File: src/design/sss_pkg.sv
package sss_pkg;

  // Clock and millisecond timing
  localparam int CLK_PERIOD_NS = 8;
  localparam int MS_NS         = 1000000;
  localparam int CYC_PER_MS    = MS_NS / CLK_PERIOD_NS;

  // Register byte offsets
  localparam logic [7:0] ADDR_POWER_OFF_SEQ = 8'h00;
  localparam logic [7:0] ADDR_UV_TRIP       = 8'h04;
  localparam logic [7:0] ADDR_DETECT_TIME   = 8'h08;
  localparam logic [7:0] ADDR_ALARM_SEQ     = 8'h0C;
  localparam logic [7:0] ADDR_STATUS        = 8'h10;

  // Reset values
  localparam logic [15:0] RST_POWER_OFF_SEQ = 16'h0000;
  localparam logic [15:0] RST_UV_TRIP       = 16'h0001;
  localparam logic [15:0] RST_DETECT_TIME   = 16'h0046;
  localparam logic [15:0] RST_ALARM_SEQ     = 16'h0000;

  // Legal ranges and special values
  localparam logic [15:0] POWER_OFF_SEQ_MAX = 16'h0009;
  localparam logic [15:0] UV_TRIP_MAX       = 16'h0001;
  localparam logic [15:0] DETECT_MIN        = 16'h0046;
  localparam logic [15:0] DETECT_MAX        = 16'h07D0;
  localparam logic [15:0] DETECT_DISABLE    = 16'h03E8;
  localparam logic [15:0] ALARM_SEQ_MAX     = 16'h0007;
  localparam logic [15:0] STOP_SPEED        = 16'h001E;
  localparam logic [3:0]  SEQ_AB_MIN        = 4'h4;
  localparam logic [3:0]  SEQ_ESTOP_MIN     = 4'h8;

  // Braking action
  typedef enum logic [1:0] {
    ACT_BRAKE = 2'b00,
    ACT_FREE  = 2'b01,
    ACT_ESTOP = 2'b10
  } sss_action_t;

  // Stop sequence state
  typedef enum logic [1:0] {
    ST_RUN     = 2'b00,
    ST_DECEL   = 2'b01,
    ST_STOPPED = 2'b10
  } sss_state_t;

  // Status register layout, low bits
  typedef struct packed {
    logic       uvError;
    logic       offDetected;
    logic       alarmMode;
    sss_state_t state;
  } sss_status_t;

endpackage : sss_pkg

File: src/design/sss_seq_if.sv
`timescale 1ns/1ps
interface sss_seq_if;
  import sss_pkg::*;
  logic [3:0]  seqValue;
  logic        alarmTable;
  logic        estopAlarm;
  sss_action_t decelAction;
  sss_action_t afterAction;
  logic        clearOnStop;

  modport requester (output seqValue, alarmTable, estopAlarm,
                     input decelAction, afterAction, clearOnStop);
  modport decoder (input seqValue, alarmTable, estopAlarm,
                   output decelAction, afterAction, clearOnStop);
endinterface : sss_seq_if

File: src/design/sss_action_decode.sv
`timescale 1ns/1ps
module sss_action_decode
  import sss_pkg::*;
(
  // Sequence selection
  sss_seq_if.decoder seq
);

  // Bit 0 picks the deceleration action, bit 1 the after-stop action
  always_comb
  begin
    seq.decelAction = seq.seqValue[0] ? ACT_FREE : ACT_BRAKE;
    seq.afterAction = seq.seqValue[1] ? ACT_FREE : ACT_BRAKE;
    seq.clearOnStop = 1'b1;
    if (seq.alarmTable)
    begin
      if (seq.seqValue >= SEQ_AB_MIN && seq.estopAlarm)
        seq.decelAction = ACT_ESTOP;
    end
    else if (seq.seqValue >= SEQ_ESTOP_MIN)
    begin
      // Settings 8 and 9 stop hard, then brake or run free
      seq.decelAction = ACT_ESTOP;
      seq.afterAction = seq.seqValue[0] ? ACT_FREE : ACT_BRAKE;
    end
    else
      seq.clearOnStop = seq.seqValue < SEQ_AB_MIN;
  end

endmodule : sss_action_decode

File: src/design/sss_absence_timer.sv
`timescale 1ns/1ps
module sss_absence_timer
  import sss_pkg::*;
#(
  parameter int CYCLES_PER_MS = CYC_PER_MS
)
(
  // Clock and reset
  input  wire logic        clock,
  input  wire logic        reset,
  // Supply state and programmed time
  input  wire logic        supplyAbsent,
  input  wire logic [15:0] detectTime,
  // Result
  output logic             powerOffDetected
);

  localparam int PW = $clog2(CYCLES_PER_MS + 1);

  logic [PW-1:0] prescale;
  logic [PW-1:0] next_prescale;
  logic [15:0]   msCount;
  logic [15:0]   next_msCount;
  logic          next_detected;

  // Count whole milliseconds of continuous absence
  always_comb
  begin
    next_prescale = prescale;
    next_msCount  = msCount;
    if (!supplyAbsent)
    begin
      next_prescale = '0;
      next_msCount  = '0;
    end
    else if (prescale == PW'(CYCLES_PER_MS - 1))
    begin
      next_prescale = '0;
      if (msCount != 16'hFFFF)
        next_msCount = msCount + 16'h0001;
    end
    else
      next_prescale = prescale + PW'(1);
    next_detected = supplyAbsent && detectTime != DETECT_DISABLE
                    && msCount >= detectTime;
  end

  // State registers
  always_ff @(posedge clock or posedge reset)
  begin
    if (reset)
    begin
      prescale         <= '0;
      msCount          <= '0;
      powerOffDetected <= 1'b0;
    end
    else
    begin
      prescale         <= next_prescale;
      msCount          <= next_msCount;
      powerOffDetected <= next_detected;
    end
  end
endmodule : sss_absence_timer

File: src/design/sss_top.sv
// The register offsets and register access over APB were chosen for this implementation.
`timescale 1ns/1ps
// Contract
// - Power-off sequence accepts 0 to 9 and maps them like the servo-off sequence.
// - With trip selection 0, power loss at servo-on follows the power-off sequence.
// - With trip selection 1, the default, power loss at servo-on trips on undervoltage.
// - Trip selection has no effect while detection time is 1000.
// - Bus voltage low before power-off is detected trips undervoltage regardless.
// - Power-off is declared only after the programmed continuous absence, 70 to 2000 ms.
// - The detection time value 1000 disables power-off detection.
// - Alarm settings 4 to 7 stop hard when the alarm demands an emergency stop.
// - Otherwise settings 4 and 6 brake and 5 and 7 run free while slowing.
// - Deviation is held during an alarm and cleared when the alarm is cancelled.
// - Deceleration ends at 30 r/min and the after-stop action then applies.
// - Detection time changes take effect only at the next control power-on.
module sss_top
  import sss_pkg::*;
#(
  parameter int CYCLES_PER_MS = CYC_PER_MS
)
(
  // Clock and reset
  input  wire logic        clock,
  input  wire logic        reset,
  // APB slave
  input  wire logic        psel,
  input  wire logic        penable,
  input  wire logic        pwrite,
  input  wire logic [7:0]  paddr,
  input  wire logic [31:0] pwdata,
  output logic [31:0]      prdata,
  output logic             pready,
  output logic             pslverr,
  // Supply monitor pins
  input  wire logic        mainPowerPresent,
  input  wire logic        lowSupplyBus,
  input  wire logic        controlPowerGood,
  // Drive state from control logic
  input  wire logic        servoOn,
  input  wire logic        alarmActive,
  input  wire logic        alarmNeedsEstop,
  input  wire logic        alarmCancel,
  input  wire logic [15:0] motorSpeed,
  // Power stage and error outputs
  output logic             shortedWindingBrake,
  output logic             freeRun,
  output logic             emergencyStop,
  output logic             mainUndervoltageError,
  output logic             mainUndervoltageErrorSub1,
  output logic             holdDeviation,
  output logic             clearDeviation,
  output logic             powerOffDetected
);

  logic [1:0]  presentSync;
  logic [1:0]  busLowSync;
  logic [1:0]  ctrlSync;
  logic        ctrlPrev;
  logic [15:0] powerOffSeq;
  logic [15:0] uvTripSel;
  logic [15:0] detectTime;
  logic [15:0] alarmSeq;
  logic [15:0] activeTime;
  logic [15:0] next_powerOffSeq;
  logic [15:0] next_uvTripSel;
  logic [15:0] next_detectTime;
  logic [15:0] next_alarmSeq;
  logic [15:0] next_activeTime;
  logic [31:0] next_prdata;
  logic        next_pslverr;
  logic        inRange;
  logic        mapped;
  logic        setupPhase;
  logic        accessPhase;
  logic [31:0] readMux;
  sss_status_t status;
  sss_state_t  state;
  sss_state_t  next_state;
  logic        alarmMode;
  logic        next_alarmMode;
  logic        uvError;
  logic        next_uvError;
  logic        tripEnabled;
  logic        tripEvent;
  logic        effAlarm;
  logic        powerRise;
  sss_action_t act;
  logic        next_brake;
  logic        next_free;
  logic        next_estop;
  logic        next_hold;
  logic        next_clear;

  sss_seq_if seq ();

  // Two-stage synchronisers for the pins
  always_ff @(posedge clock or posedge reset)
  begin
    if (reset)
    begin
      presentSync <= 2'h0;
      busLowSync  <= 2'h0;
      ctrlSync    <= 2'h0;
      ctrlPrev    <= 1'b0;
    end
    else
    begin
      presentSync <= {presentSync[0], mainPowerPresent};
      busLowSync  <= {busLowSync[0], lowSupplyBus};
      ctrlSync    <= {ctrlSync[0], controlPowerGood};
      ctrlPrev    <= ctrlSync[1];
    end
  end

  assign powerRise = ctrlSync[1] & ~ctrlPrev;

  // Continuous-absence timer on the latched detection time
  sss_absence_timer #(
    .CYCLES_PER_MS (CYCLES_PER_MS)
  ) u_timer (
    .clock            (clock),
    .reset            (reset),
    .supplyAbsent     (~presentSync[1]),
    .detectTime       (activeTime),
    .powerOffDetected (powerOffDetected)
  );

  // Action table lookup
  assign seq.seqValue   = alarmMode ? alarmSeq[3:0] : powerOffSeq[3:0];
  assign seq.alarmTable = alarmMode;
  assign seq.estopAlarm = alarmNeedsEstop;

  sss_action_decode u_decode (
    .seq (seq.decoder)
  );

  // APB decode; zero wait states
  assign setupPhase  = psel & ~penable;
  assign accessPhase = psel & penable;
  assign pready      = 1'b1;
  assign status      = '{uvError, powerOffDetected, alarmMode, state};

  always_comb
  begin
    mapped  = 1'b1;
    inRange = 1'b1;
    readMux = 32'h0000_0000;
    unique case (paddr)
      ADDR_POWER_OFF_SEQ:
      begin
        readMux = {16'h0000, powerOffSeq};
        inRange = pwdata[31:16] == 16'h0000 && pwdata[15:0] <= POWER_OFF_SEQ_MAX;
      end
      ADDR_UV_TRIP:
      begin
        readMux = {16'h0000, uvTripSel};
        inRange = pwdata[31:16] == 16'h0000 && pwdata[15:0] <= UV_TRIP_MAX;
      end
      ADDR_DETECT_TIME:
      begin
        readMux = {16'h0000, detectTime};
        inRange = pwdata[31:16] == 16'h0000 && pwdata[15:0] >= DETECT_MIN
                  && pwdata[15:0] <= DETECT_MAX;
      end
      ADDR_ALARM_SEQ:
      begin
        readMux = {16'h0000, alarmSeq};
        inRange = pwdata[31:16] == 16'h0000 && pwdata[15:0] <= ALARM_SEQ_MAX;
      end
      ADDR_STATUS:
      begin
        readMux = {27'h0000000, status};
        inRange = 1'b0;
      end
      default:
        mapped = 1'b0;
    endcase
  end

  // Register file next values
  always_comb
  begin
    next_powerOffSeq = powerOffSeq;
    next_uvTripSel   = uvTripSel;
    next_detectTime  = detectTime;
    next_alarmSeq    = alarmSeq;
    next_prdata      = prdata;
    next_pslverr     = pslverr;
    next_activeTime  = powerRise ? detectTime : activeTime;
    if (setupPhase)
    begin
      next_prdata  = readMux;
      next_pslverr = ~mapped | (pwrite & ~inRange);
    end
    if (accessPhase && pwrite && mapped && inRange)
    begin
      unique case (paddr)
        ADDR_POWER_OFF_SEQ: next_powerOffSeq = pwdata[15:0];
        ADDR_UV_TRIP:       next_uvTripSel   = pwdata[15:0];
        ADDR_DETECT_TIME:   next_detectTime  = pwdata[15:0];
        ADDR_ALARM_SEQ:     next_alarmSeq    = pwdata[15:0];
        default:            next_prdata      = prdata;
      endcase
    end
  end

  always_ff @(posedge clock or posedge reset)
  begin
    if (reset)
    begin
      powerOffSeq <= RST_POWER_OFF_SEQ;
      uvTripSel   <= RST_UV_TRIP;
      detectTime  <= RST_DETECT_TIME;
      alarmSeq    <= RST_ALARM_SEQ;
      activeTime  <= RST_DETECT_TIME;
      prdata      <= 32'h0000_0000;
      pslverr     <= 1'b0;
    end
    else
    begin
      powerOffSeq <= next_powerOffSeq;
      uvTripSel   <= next_uvTripSel;
      detectTime  <= next_detectTime;
      alarmSeq    <= next_alarmSeq;
      activeTime  <= next_activeTime;
      prdata      <= next_prdata;
      pslverr     <= next_pslverr;
    end
  end

  // Undervoltage trip and stop sequence next values
  always_comb
  begin
    tripEnabled = uvTripSel[0] && activeTime != DETECT_DISABLE;
    tripEvent   = (powerOffDetected && servoOn && tripEnabled)
                  || (busLowSync[1] && !powerOffDetected);
    next_uvError = tripEvent | (uvError & ~alarmCancel);
    effAlarm       = alarmActive | uvError;
    next_state     = state;
    next_alarmMode = alarmMode;
    unique case (state)
      ST_RUN:
      begin
        if (effAlarm)
        begin
          next_state     = ST_DECEL;
          next_alarmMode = 1'b1;
        end
        else if (powerOffDetected && servoOn && !tripEnabled)
        begin
          next_state     = ST_DECEL;
          next_alarmMode = 1'b0;
        end
      end
      ST_DECEL:
      begin
        if (effAlarm)
          next_alarmMode = 1'b1;
        if (motorSpeed <= STOP_SPEED)
          next_state = ST_STOPPED;
      end
      ST_STOPPED:
      begin
        if (effAlarm)
          next_alarmMode = 1'b1;
        else if (alarmMode || !powerOffDetected)
          next_state = ST_RUN;
      end
      default:
        next_state = ST_RUN;
    endcase
    // Braking outputs follow the phase of the stop
    act        = (state == ST_DECEL) ? seq.decelAction : seq.afterAction;
    next_brake = state != ST_RUN && act == ACT_BRAKE;
    next_free  = state != ST_RUN && act == ACT_FREE;
    next_estop = state == ST_DECEL && act == ACT_ESTOP;
    next_hold  = effAlarm
                 || (state != ST_RUN && !alarmMode && !seq.clearOnStop);
    next_clear = (alarmCancel && holdDeviation)
                 || (state == ST_STOPPED && !alarmMode && seq.clearOnStop);
  end

  always_ff @(posedge clock or posedge reset)
  begin
    if (reset)
    begin
      state               <= ST_RUN;
      alarmMode           <= 1'b0;
      uvError             <= 1'b0;
      shortedWindingBrake <= 1'b0;
      freeRun             <= 1'b0;
      emergencyStop       <= 1'b0;
      holdDeviation       <= 1'b0;
      clearDeviation      <= 1'b0;
    end
    else
    begin
      state               <= next_state;
      alarmMode           <= next_alarmMode;
      uvError             <= next_uvError;
      shortedWindingBrake <= next_brake;
      freeRun             <= next_free;
      emergencyStop       <= next_estop;
      holdDeviation       <= next_hold;
      clearDeviation      <= next_clear;
    end
  end

  assign mainUndervoltageError     = uvError;
  assign mainUndervoltageErrorSub1 = uvError;
endmodule : sss_top

File: config.mk
export PLATFORM = sky130hd
export DESIGN_NAME = sss_top
export DESIGN_NICKNAME = d
export VERILOG_FILES = /design/src/design/sss_pkg.sv /design/src/design/sss_seq_if.sv /design/src/design/sss_action_decode.sv /design/src/design/sss_absence_timer.sv /design/src/design/sss_top.sv
export SDC_FILE = /design/constraint.sdc
export NUM_CORES = 1
export LEC_CHECK = 0
export BUFFER_PORTS_ARGS = -buffer_cell sky130_fd_sc_hd__buf_2
export CAP_MARGIN = 20
export CORE_UTILIZATION = 37
export CTS_BUF_LIST = sky130_fd_sc_hd__clkbuf_4
export CTS_CLUSTER_DIAMETER = 60
export DETAILED_ROUTE_END_ITERATION = 10
export GPL_ROUTABILITY_DRIVEN = 0
export SLEW_MARGIN = 30
export SYNTH_ARGS = -nofsm -noshare
export SYNTH_HDL_FRONTEND = slang
export SYNTH_SLANG_ARGS = --single-unit
File: constraint.sdc
create_clock -name clock -period 11.1 [get_ports clock]
set_input_delay 1.11 -clock clock [delete_from_list [all_inputs] [get_ports clock]]
set_output_delay 1.11 -clock clock [all_outputs]
set_load 0.02 [all_outputs]
==> reports/results.ini, run 1 <==
[synthesis]
yosysWarnings=0
yosys.area_share.simple=0.176
synth-seq-cells=147
synth_cells=670
syn_avg_cell_area_um2=10.6
synth_compound_area_frac=0.104
yosys.area_share.xor_xnor=0.0246
synth_mux_area_frac=0.0887
synthFlopType=dfrtp_1
synth_cell_type_count=55
synth_seq_area_share=0.517
synth_top_family_by_area=simple AND/OR/NAND/NOR gates
synth.top_cells.by_count=dfrtp_1 (140), nor2_1 (63), mux2_2 (49), a21oi_1 (39), and2_1 (35)
synth-adder-area-share=0.0369
synth_area_leaders=dfrtp_1 (49%), mux2_2 (7.7%), ha_1 (3.7%), nor2_1 (3.3%), and2_1 (3.1%)
ys_async_sr_fraction=1.00
synth_top_area_frac=0.492
synth-edff-count=0
syn_area_um2=7130
yosysMostFrequentCell=dfrtp_1
synth_top_cell_by_area=dfrtp_1

[floorplan]
die_h_um=141
num_rows=50
ios=110
chipWidth_um=141
core_um2=18800
die_area_um2=19800
initial_core_util=0.380

[timing]
layout_min_cycle_time_ns=3.10
skew_ns=0.0194
rsz0062_at_grt=no
setup_viol=0
tightest_slew_ns=0.923
hold_ws_ns=0.366
min_period_over_period=0.280
slew_headroom=0.383
finalSetupTns_ns=0
max_freq_mhz=322
finalHoldViolations=0
slew_violations=0

[clock_tree]
holdBufCountCts=0
post-cts-setup-buffers=0
insertion_delay_ns=0.56
clkTransAtPathRegs_ns=0.13
clk_path_buf_depth=2
post_cts_resized=0
cts_root_buf=clkbuf_4
h-tree-depth=4
cts_buffers=17
cts_tree=done
cts_sinks=147

[layout]
layout-drive-gt1-share=0.252
fillerInstances=1808
syn2layout_area_growth_pct=12.3
fin_cells=1001
num-nets-final=842
utilization=0.426

[routing]
avgViaCountPerCell=5.17
vias=5171
drtAntennaViolNets=0
drt_first_pass_iters=5
route.detailed.drc=0
drt-wirelength-per-cell_um=15.4
drt_first_iter_violations=242
routed_wl_um=15400

[min_path]
hp-class=reg2reg

[place]
dpl.cell_count=968
portBuffers=92
place_hpwl_um=11200

[global_routing]
grt_pass1_vias=5041
grt_pass1_wl_um=26300
track_usage=0.169
grt_max_degree=77
busiest_layer=met2
antenna_found_initial=1
grt_overflow_total=0
grt.met1_usage=0.235
met2_usage=0.266
grt_util_met3=0.0302

[critical_path]
crit_fanout=16
worstSetupPathType=in2reg
cp-end-kind=register
required_ns=11.56
cp-start-kind=primary input
cp_data_arrival_time_ns=3.56
cp_cell_sequence=buf_2 > nor4_1 > nand2_1 > nor3_1 > nand4_1 > mux2_2
slowest_stage=nand4_1
cpPeakStageDelay_ns=0.58

[outcome]
status=finished, final reports clean

[flow_run]
cap_violations=0

[power_and_ir_drop]
p_leak_nw=3.71
ir_drop_mv=0.0636
p_per_area_nw_per_um2=127

==> worst paths after layout <==
path | from | end | slack, ns | cells after the start
worst max-delay path | paddr[4] | powerOffSeq[0]$_DFFE_PP0P_ | 8.00 | 6
worst min-delay path | busLowSync[0]$_DFF_PP0_ | busLowSync[1]$_DFF_PP0_ | 0.37 | 0
worst max register to register | u_timer.prescale[10]$_DFF_PP0_ | u_timer.msCount[15]$_DFFE_PP0P_ | 8.40 | 5
worst min register to register | busLowSync[0]$_DFF_PP0_ | busLowSync[1]$_DFF_PP0_ | 0.37 | 0
max in group asynchronous | reset | powerOffSeq[13]$_DFFE_PP0P_ | 9.38 | 3
min in group asynchronous | reset | ctrlSync[0]$_DFF_PP0_ | 0.63 | 2
==> power by group <==
part	internal, mW	total (mW)	leakage, nW	switching, mW
Clock	0.113	0.319	0.138	0.207
Combinational	0.0467	0.129	1.62	0.0826
Sequential	0.554	0.567	1.96	0.0132
Total	0.713	1.02	3.71	0.303
==> routing by layer <==
metal  vias to the layer above  wire [µm]
met2                       132       7280
met3                        17        535
li1                       2504          -
met5                         -          0
met1                      2518       7430
met4                         0        198
==> registers in the layout, summed over array words and instances, names as in the netlist, 16 cells and up <==
signal / count
activeTime: 16
u_timer.msCount: 16
powerOffSeq: 16
uvTripSel: 16
u_timer.prescale: 17
alarmSeq: 16
prdata: 16
detectTime: 16
==> critical path: cells and delay by family <==
kind	cells	cell delay [ns]
mux	1	0.49
simple gates	4	1.79
buf+inv	1	0.16
==> layout make-up <==
class                      count  area [µm²]  area share
antenna                        1        2.50    0.000313
clock buffer                  17         128      0.0160
clock inverter                15         135      0.0169
inverter                      30         118      0.0147
multi-input combinational    461        3140       0.393
sequential                   147        3690       0.461
tap                          234         293      0.0366
timing repair buffer          96         494      0.0618
==> layout by cell type (no fill, tap or decap), drive strengths merged, types with 3 or more instances in the layout <==
cell	synthesis	routed
a2111oi	4	4
a211oi	5	5
a21o	5	5
a21oi	39	39
a22oi	16	16
a2bb2oi	7	7
a31oi	4	4
and2	35	35
and3	7	7
and4	3	3
buf	24	96
clkbuf	23	17
clkinv	0	8
clkinvlp	0	3
conb	2	17
dfrtp	140	140
dfstp	7	7
ha	21	21
inv	30	33
mux2	49	49
mux2i	8	8
nand2	27	27
nand2b	6	6
nand3	14	14
nand4	17	17
nor2	63	63
nor2b	19	19
nor3	10	10
nor4	13	13
o21ai	13	13
o22ai	6	6
o31ai	4	4
or3	4	4
or4	7	7
xnor2	11	11
xor2	9	9
==> cell families after synthesis <==
group | count (synthesis)
other | 2
AND/OR/NAND/NOR | 234
buffers and inverters | 77
AO/OA/AOI/OAI | 112
adder cells (fa/ha/maj) | 21
XOR/XNOR | 20
multiplexers | 57
flip-flops | 147
==> per-stage QoR <==
| stage | cell area [µm²] | total power [mW] | setup WS (ns) |
|---|---|---|---|
| final | 8000 | 1.02 | 8.00 |
| after detailed placement | 7730 | 0.708 | 7.44 |
| after global routing | 8000 | 1.07 | 7.66 |
| after floorplan | 7180 | 0.666 | 6.05 |
| after global placement | 7720 | 0.707 | 7.47 |
| after CTS | 7990 | 1.03 | 8.06 |
No activity file was read; power rests on OpenSTA's default activity.
==> inputs of run 2 (changes only) <==
- ABC_AREA: not set -> 1
- clock period: 11.1 -> 2.7 ns (I/O delays scaled with it)
==> run 2 against run 1 <==
Core utilization up 1.0 points. Via count rose by 24%. Sequential cell count stayed put. Setup slack worse by 7.3 ns. Register-to-register slack worse by 7.7 ns. Clock power grew to 4.4 times the previous value. Total power grew to 4.1 times the previous value. Largest cell class unchanged.
==> reports/results.ini, run 2 <==
[synthesis]
syn_avg_cell_area_um2=7.86  ; was 10.6 µm²
synth-edff-count=0  ; unchanged
synth_area_leaders=dfrtp_1 (46%), nand2_1 (15%), inv_1 (6.4%), nor2_1 (4.1%), nand3_1 (3.5%)  ; was dfrtp_1 (49%), mux2_2 (7.7%), ha_1 (3.7%), nor2_1 (3.3%), and2_1 (3.1%)
yosys.area_share.simple=0.297  ; was 0.176
yosys.area_share.xor_xnor=0.0127  ; was 0.0246
syn_area_um2=7610  ; was 7130 µm²
synth-adder-area-share=0.0345  ; was 0.0369
synth_cells=968  ; was 670
synth-seq-cells=147  ; unchanged
synthFlopType=dfrtp_1  ; unchanged
yosysWarnings=0  ; unchanged
synth.top_cells.by_count=nand2_1 (297), dfrtp_1 (140), inv_1 (130), nor2_1 (83), nand3_1 (53)  ; was dfrtp_1 (140), nor2_1 (63), mux2_2 (49), a21oi_1 (39), and2_1 (35)
synth_seq_area_share=0.485  ; was 0.517
yosysMostFrequentCell=nand2_1  ; was dfrtp_1
synth_cell_type_count=42  ; was 55
synth_top_family_by_area=simple AND/OR/NAND/NOR gates  ; unchanged
ys_async_sr_fraction=1.00  ; unchanged
synth_mux_area_frac=0.00148  ; was 0.0887
synth_top_area_frac=0.460  ; was 0.492
synth_compound_area_frac=0.0691  ; was 0.104
synth_top_cell_by_area=dfrtp_1  ; unchanged

[power_and_ir_drop]
p_per_area_nw_per_um2=478  ; was 127 nW/µm²
fin_total_pwr_mw=4.21  ; was 1.02 mW
ir_drop_mv=0.222  ; was 0.0636 mV
p_leak_nw=4.66  ; was 3.71 nW

[global_routing]
track_usage=0.178  ; was 0.169
grt_overflow_total=0  ; unchanged
grt_pass1_vias=6184  ; was 5041
grt_pass1_wl_um=30200  ; was 26300 µm
grt_max_degree=74  ; was 77
antenna_found_initial=0  ; was 1

[routing]
drt-wirelength-per-cell_um=13.0  ; was 15.4 µm
routed_wl_um=17800  ; was 15400 µm
avgViaCountPerCell=4.69  ; was 5.17
drt_first_iter_violations=354  ; was 242
route.detailed.drc=0  ; unchanged
drtAntennaViolNets=0  ; unchanged
vias=6414  ; was 5171
drt_first_pass_iters=5  ; unchanged

[timing]
min_period_over_period=0.736
finalSetupTns_ns=0  ; unchanged
setup_ws_ns=0.712  ; was 8.00 ns
finalHoldViolations=0  ; unchanged
slew_headroom=0.547  ; was 0.383
rsz0062_at_grt=no  ; unchanged
max_freq_mhz=503
tightest_slew_ns=0.678  ; was 0.923 ns
slew_violations=0  ; unchanged
skew_ns=0.0192  ; was 0.0194 ns
setup_viol=0  ; unchanged
layout_min_cycle_time_ns=1.99

[clock_tree]
cts_buffers=17  ; unchanged
h-tree-depth=4  ; unchanged
clkTransAtPathRegs_ns=0.15  ; was 0.13 ns
post-cts-setup-buffers=0  ; unchanged
post_cts_resized=0  ; unchanged
insertion_delay_ns=0.55  ; was 0.56 ns
clk_path_buf_depth=2  ; unchanged
holdBufCountCts=19  ; was 0
cts_sinks=147  ; unchanged
cts_root_buf=clkbuf_4  ; unchanged
cts_tree=done  ; unchanged

[place]
dpl_worst_slack_ns=0.658  ; was 7.44 ns
portBuffers=92  ; unchanged
place_hpwl_um=13000  ; was 11200 µm
dpl.cell_count=1316  ; was 968

[layout]
layout-drive-gt1-share=0.152  ; was 0.252
multiInputGateArea_um2=3220  ; was 3140 µm²
syn2layout_area_growth_pct=15.7  ; was 12.3%
largest_register_ffs=17  ; unchanged
final_common_cell=nand2_1  ; was dfrtp_1
num-nets-final=1173  ; was 842
largest_register=u_timer.prescale  ; unchanged
layout_common_cells=nand2_1 (297), dfrtp_1 (140), inv_1 (129)  ; was dfrtp_1 (140), buf_2 (92), nor2_1 (63)
fillerInstances=2059  ; was 1808
diodes=0  ; was 1
fin_cells=1367  ; was 1001
seq_area_um2=3690  ; unchanged
utilization=0.437  ; was 0.426

[min_path]
hp-class=in2reg  ; was reg2reg
whs_endpoint=prdata[6]$_DFFE_PP0P_  ; was busLowSync[1]$_DFF_PP0_
min_delay_path_depth=4  ; was 0
min_from=penable  ; was busLowSync[0]$_DFF_PP0_

[floorplan]
core_um2=20200  ; was 18800 µm²
num_rows=52  ; was 50
initial_core_util=0.377  ; was 0.380
die_area_um2=21100  ; was 19800 µm²
die_h_um=145  ; was 141 µm
ios=110  ; unchanged
chipWidth_um=145  ; was 141 µm

[flow_run]
cap_violations=0  ; unchanged

[outcome]
status=finished, final reports clean  ; unchanged

[critical_path]
critPathMostFrequentCell=nand2_1
timing.rr.start=u_timer.prescale[0]$_DFF_PP0_  ; was u_timer.prescale[10]$_DFF_PP0_
cpLargestDelayFamily=simple AND/OR/NAND/NOR gates  ; unchanged
cp-start-kind=register  ; was primary input
critPathBufInv=0  ; was 1
cpPeakStageDelay_ns=0.39  ; was 0.58 ns
crit_fanout=4  ; was 16
cp_cell_sequence=ha_1 > nand2_1 > nor2_1 > nand2_1 > nor3_1 > nand2_1 > nor2_1 > nand2_1 > o21ai_0 > nor2_1  ; was buf_2 > nor4_1 > nand2_1 > nor3_1 > nand4_1 > mux2_2
reg2reg_slack_ns=0.71  ; was 8.40 ns
slowest_stage=dfrtp_1  ; was nand4_1
cp-end-kind=register  ; unchanged
worstSetupPathType=reg2reg  ; was in2reg
r2r_end=u_timer.prescale[14]$_DFF_PP0_  ; was u_timer.msCount[15]$_DFFE_PP0P_
cp_data_arrival_time_ns=2.42  ; was 3.56 ns
required_ns=3.13  ; was 11.56 ns
r2r_cells=10  ; was 5

==> run 2: cell type report <==
class,count,share of cell area
clock buffers,19,0.0162
clock inverters,13,0.0159
inverters,135,0.0580
multi-input cells,660,0.366
flip-flops and latches,147,0.419
well taps,270,0.0384
repair buffers,123,0.0870
==> run 2: logic make-up after synthesis <==
logic type               Yosys count
AO/OA/AOI/OAI                     98
XOR/XNOR                          11
adder cells (fa/ha/maj)           21
buffers and inverters            176
flip-flops                       147
multiplexers                       1
other                              2
AND/OR/NAND/NOR                  512
==> run 2: how the worst max path moves through the flow <==
stage	startpoint	end	slack (ns)	cells after the start
after floorplan	reset	activeTime[0]$_DFFE_PP0P_	0.59	1
after global placement	paddr[6]	prdata[0]$_DFFE_PP0P_	0.64	10
after detailed placement	paddr[1]	detectTime[4]$_DFFE_PP0P_	0.66	9
after CTS	u_timer.prescale[0]$_DFF_PP0_	u_timer.prescale[14]$_DFF_PP0_	0.69	10
after global routing	u_timer.prescale[0]$_DFF_PP0_	u_timer.msCount[1]$_DFFE_PP0P_	0.40	9
final	u_timer.prescale[0]$_DFF_PP0_	u_timer.prescale[14]$_DFF_PP0_	0.71	10
==> run 2: metal layers <==
| metal | global-route usage | up-vias | routed length (µm) |
|---|---|---|---|
| met1 | 0.248 | 2995 | 8850 |
| met4 | 0.0453 | 0 | 143 |
| li1 | - | 3293 | - |
| met5 | 0 | - | 0 |
| met3 | 0.0354 | 9 | 600 |
| met2 | 0.284 | 117 | 8200 |
==> run 2: through the flow <==
step | cell area [µm²] | hold slack [ns]
after CTS | 8810 | 0.0255
after detailed placement | 8330 | 0.337
after global placement | 8330 | 0.333
final | 8810 | 0.0748
after floorplan | 7670 | 0.301
after global routing | 8810 | 0.0471
==> run 2: tightest hold or removal path, cell delays in order <==
cell and delay [ns]:
buf_2 0.09, nor2_1 0.09, nand2_1 0.11, nand2_1 0.05
==> run 2: power breakdown <==
| part | leakage, nW | internal, mW | switching (mW) |
|---|---|---|---|
| Clock | 0.151 | 0.513 | 0.877 |
| Combinational | 2.54 | 0.182 | 0.335 |
| Sequential | 1.97 | 2.27 | 0.0328 |
==> inputs of run 3 (changes only) <==
- ABC_AREA: 1 -> 0
- clock period: 2.7 -> 1.6 ns (I/O delays scaled with it)
==> run 3 against run 2 <==
The flow now finishes with violations (negative setup slack). Sequential power rose by 70%. Critical endpoint is now u_timer.msCount[13]$_DFFE_PP0P_. Cell count shrank 16%. Critical path type unchanged. First-iteration DRC count down 14%.
==> reports/results.ini, run 3 (same netlist as run 1, synthesis figures left out) <==
[min_path]
hp-class=in2reg  ; unchanged
min_from=pwdata[2]  ; was penable
whs_endpoint=alarmSeq[2]$_DFFE_PP0P_  ; was prdata[6]$_DFFE_PP0P_
min_delay_path_depth=3  ; was 4

[critical_path]
cp_data_arrival_time_ns=2.86  ; was 2.42 ns
reg2reg_slack_ns=-0.81  ; was 0.71 ns
r2r_end=u_timer.msCount[13]$_DFFE_PP0P_  ; was u_timer.prescale[14]$_DFF_PP0_
cp-end-kind=register  ; unchanged
crit_fanout=3  ; was 4
worstSetupPathType=reg2reg  ; unchanged
cp-start-kind=register  ; unchanged
r2r_cells=5  ; was 10
timing.rr.start=u_timer.prescale[8]$_DFF_PP0_  ; was u_timer.prescale[0]$_DFF_PP0_
required_ns=2.05  ; was 3.13 ns

[global_routing]
grt_pass1_wl_um=28400  ; was 30200 µm
grt_pass1_vias=5743  ; was 6184
grt_max_degree=81  ; was 74
grt_overflow_total=0  ; unchanged
antenna_found_initial=1  ; was 0
track_usage=0.181  ; was 0.178

[clock_tree]
cts_buffers=17  ; unchanged
cts_root_buf=clkbuf_4  ; unchanged
clkTransAtPathRegs_ns=0.13  ; was 0.15 ns
cts_sinks=147  ; unchanged
clk_path_buf_depth=2  ; unchanged
cts_tree=done  ; unchanged
h-tree-depth=4  ; unchanged
insertion_delay_ns=0.57  ; was 0.55 ns

[routing]
avgViaCountPerCell=4.93  ; was 4.69
drt_first_pass_iters=5  ; unchanged
routed_wl_um=17100  ; was 17800 µm
route.detailed.drc=0  ; unchanged
drt-wirelength-per-cell_um=14.9  ; was 13.0 µm
drtAntennaViolNets=0  ; unchanged
vias=5659  ; was 6414
drt_first_iter_violations=304  ; was 354

[power_and_ir_drop]
fin_total_pwr_mw=7.97  ; was 4.21 mW
seqPwrFrac=0.490  ; was 0.547
power.switching_mw=2.18  ; was 1.24 mW
internal_power_mw=5.79  ; was 2.96 mW
clkPwrFrac=0.364  ; was 0.330
p_per_area_nw_per_um2=826  ; was 478 nW/µm²
pwr-share-comb=0.146  ; was 0.123
p_leak_nw=4.60  ; was 4.66 nW
ir_drop_mv=0.495  ; was 0.222 mV
switching_share=0.274  ; was 0.296

[timing]
tightest_slew_ns=0.542  ; was 0.678 ns
setup_ws_ns=-0.813  ; was 0.712 ns
layout_min_cycle_time_ns=2.41  ; was 1.99 ns
max_freq_mhz=414  ; was 503 MHz
skew_ns=0.0217  ; was 0.0192 ns
slew_headroom=0.639  ; was 0.547
finalHoldViolations=0  ; unchanged
slew_violations=0  ; unchanged
min_period_over_period=1.51  ; was 0.736
setup_viol=37  ; was 0
rsz0062_at_grt=yes  ; was no

[floorplan]
initial_core_util=0.380  ; was 0.377
chipWidth_um=141  ; was 145 µm
core_um2=18800  ; was 20200 µm²
die_area_um2=19800  ; was 21100 µm²
die_h_um=141  ; was 145 µm
ios=110  ; unchanged
num_rows=50  ; was 52

[flow_run]
cap_violations=0  ; unchanged

[layout]
largest_register_ffs=17  ; unchanged
syn2layout_area_growth_pct=35.5  ; was 15.7%
multiInputGateArea_um2=3470  ; was 3220 µm²
fin_area_um2=9660  ; was 8810 µm²
final_common_cell=dfrtp_1  ; was nand2_1
fillerInstances=1713  ; was 2059
layout_common_cells=dfrtp_1 (140), buf_4 (124), buf_2 (91)  ; was nand2_1 (297), dfrtp_1 (140), inv_1 (129)
layout-drive-gt1-share=0.389  ; was 0.152
largest_register=u_timer.prescale  ; unchanged
seq_area_um2=3690  ; unchanged
utilization=0.515  ; was 0.437
num-nets-final=989  ; was 1173

[outcome]
status=finished, violations left  ; was finished, final reports clean
failed_checks=negative setup slack

[place]
placed_cell_area_um2=8790  ; was 8330 µm²
place_hpwl_um=12400  ; was 13000 µm
portBuffers=92  ; unchanged

-- run 3: cell count changes in the layout (fill, tap and decap cells not counted), sizes merged, moves of 18 or more --
cell,change
nand2,-271
buf,+120
inv,-107
mux2,+48
nand3,-46
o21ai,-37
and2,+35
nor2,-25
nor2b,+19
nand4,-18
-- run 3: how the worst max path moves through the flow --
stage | startpoint | to | slack [ns] | cells past startpoint
2_1_floorplan | u_timer.prescale[9]$_DFF_PP0_ | u_timer.msCount[13]$_DFFE_PP0P_ | -0.73 | 5
3_3_place_gp | u_timer.prescale[9]$_DFF_PP0_ | u_timer.msCount[13]$_DFFE_PP0P_ | -0.80 | 5
3_5_place_dp | u_timer.prescale[9]$_DFF_PP0_ | u_timer.msCount[13]$_DFFE_PP0P_ | -0.84 | 5
4_1_cts | u_timer.prescale[12]$_DFF_PP0_ | u_timer.msCount[13]$_DFFE_PP0P_ | -0.85 | 5
5_1_grt | u_timer.prescale[8]$_DFF_PP0_ | u_timer.msCount[9]$_DFFE_PP0P_ | -0.87 | 6
6_report | u_timer.prescale[8]$_DFF_PP0_ | u_timer.msCount[13]$_DFFE_PP0P_ | -0.81 | 5
-- run 3: layout make-up --
cell class / count / share of cell area
clock inverter: 14 / 0.0235
timing repair buffer: 243 / 0.179
clock buffer: 18 / 0.0140
sequential: 147 / 0.382
tap: 234 / 0.0303
multi-input combinational: 461 / 0.359
antenna: 2 / 0.000518
inverter: 30 / 0.0120
-- run 3: what timing repair did --
action,CTS,global route
hold buffers,19,3
cloned,0,1
endpoints found under the setup margin,37,89
endpoints found under the hold margin,167,3
buffers inserted,1,4
gates resized for setup,18,27
pin swaps,8,20
-- run 3: routing by layer --
| layer | GRT usage | up-vias | share of wire |
|---|---|---|---|
| met1 | 0.252 | 2716 | 0.49 |
| li1 | - | 2802 | - |
| met2 | 0.285 | 124 | 0.47 |
| met5 | 0 | - | 0 |
| met4 | 0.0521 | 0 | 0.013 |
| met3 | 0.0350 | 17 | 0.034 |
-- run 3: power groups by stage --
stage | clock, mW | sequential, mW | combinational [mW]
global placement | 0 | 3.98 | 1.11
global route | 3.10 | 3.92 | 1.29
finish | 2.90 | 3.91 | 1.16
detailed placement | 0 | 3.98 | 1.12
floorplan | 0 | 4.08 | 0.548
CTS | 2.96 | 3.91 | 1.17
-- run 3: metrics by stage --
stage	setup TNS (ns)	cells	hold slack (ns)	worst slack, ns
6_report	-20.99	1149	0.00785	-0.813
5_1_grt	-23.75	1148	-0.0157	-0.872
4_1_cts	-24.67	1143	0.0614	-0.847
3_5_place_dp	-31.14	1091	0.270	-0.837
3_3_place_gp	-30.80	1091	0.268	-0.802
2_1_floorplan	-75.57	685	0.191	-0.734
-- run 3: worst max-delay path: stages (launching register included) --
cell and delay [ns]:
dfrtp_1 0.39, or4_1 0.53, or4_4 0.56, or2_4 0.28, nor4b_4 0.23, mux2_4 0.32
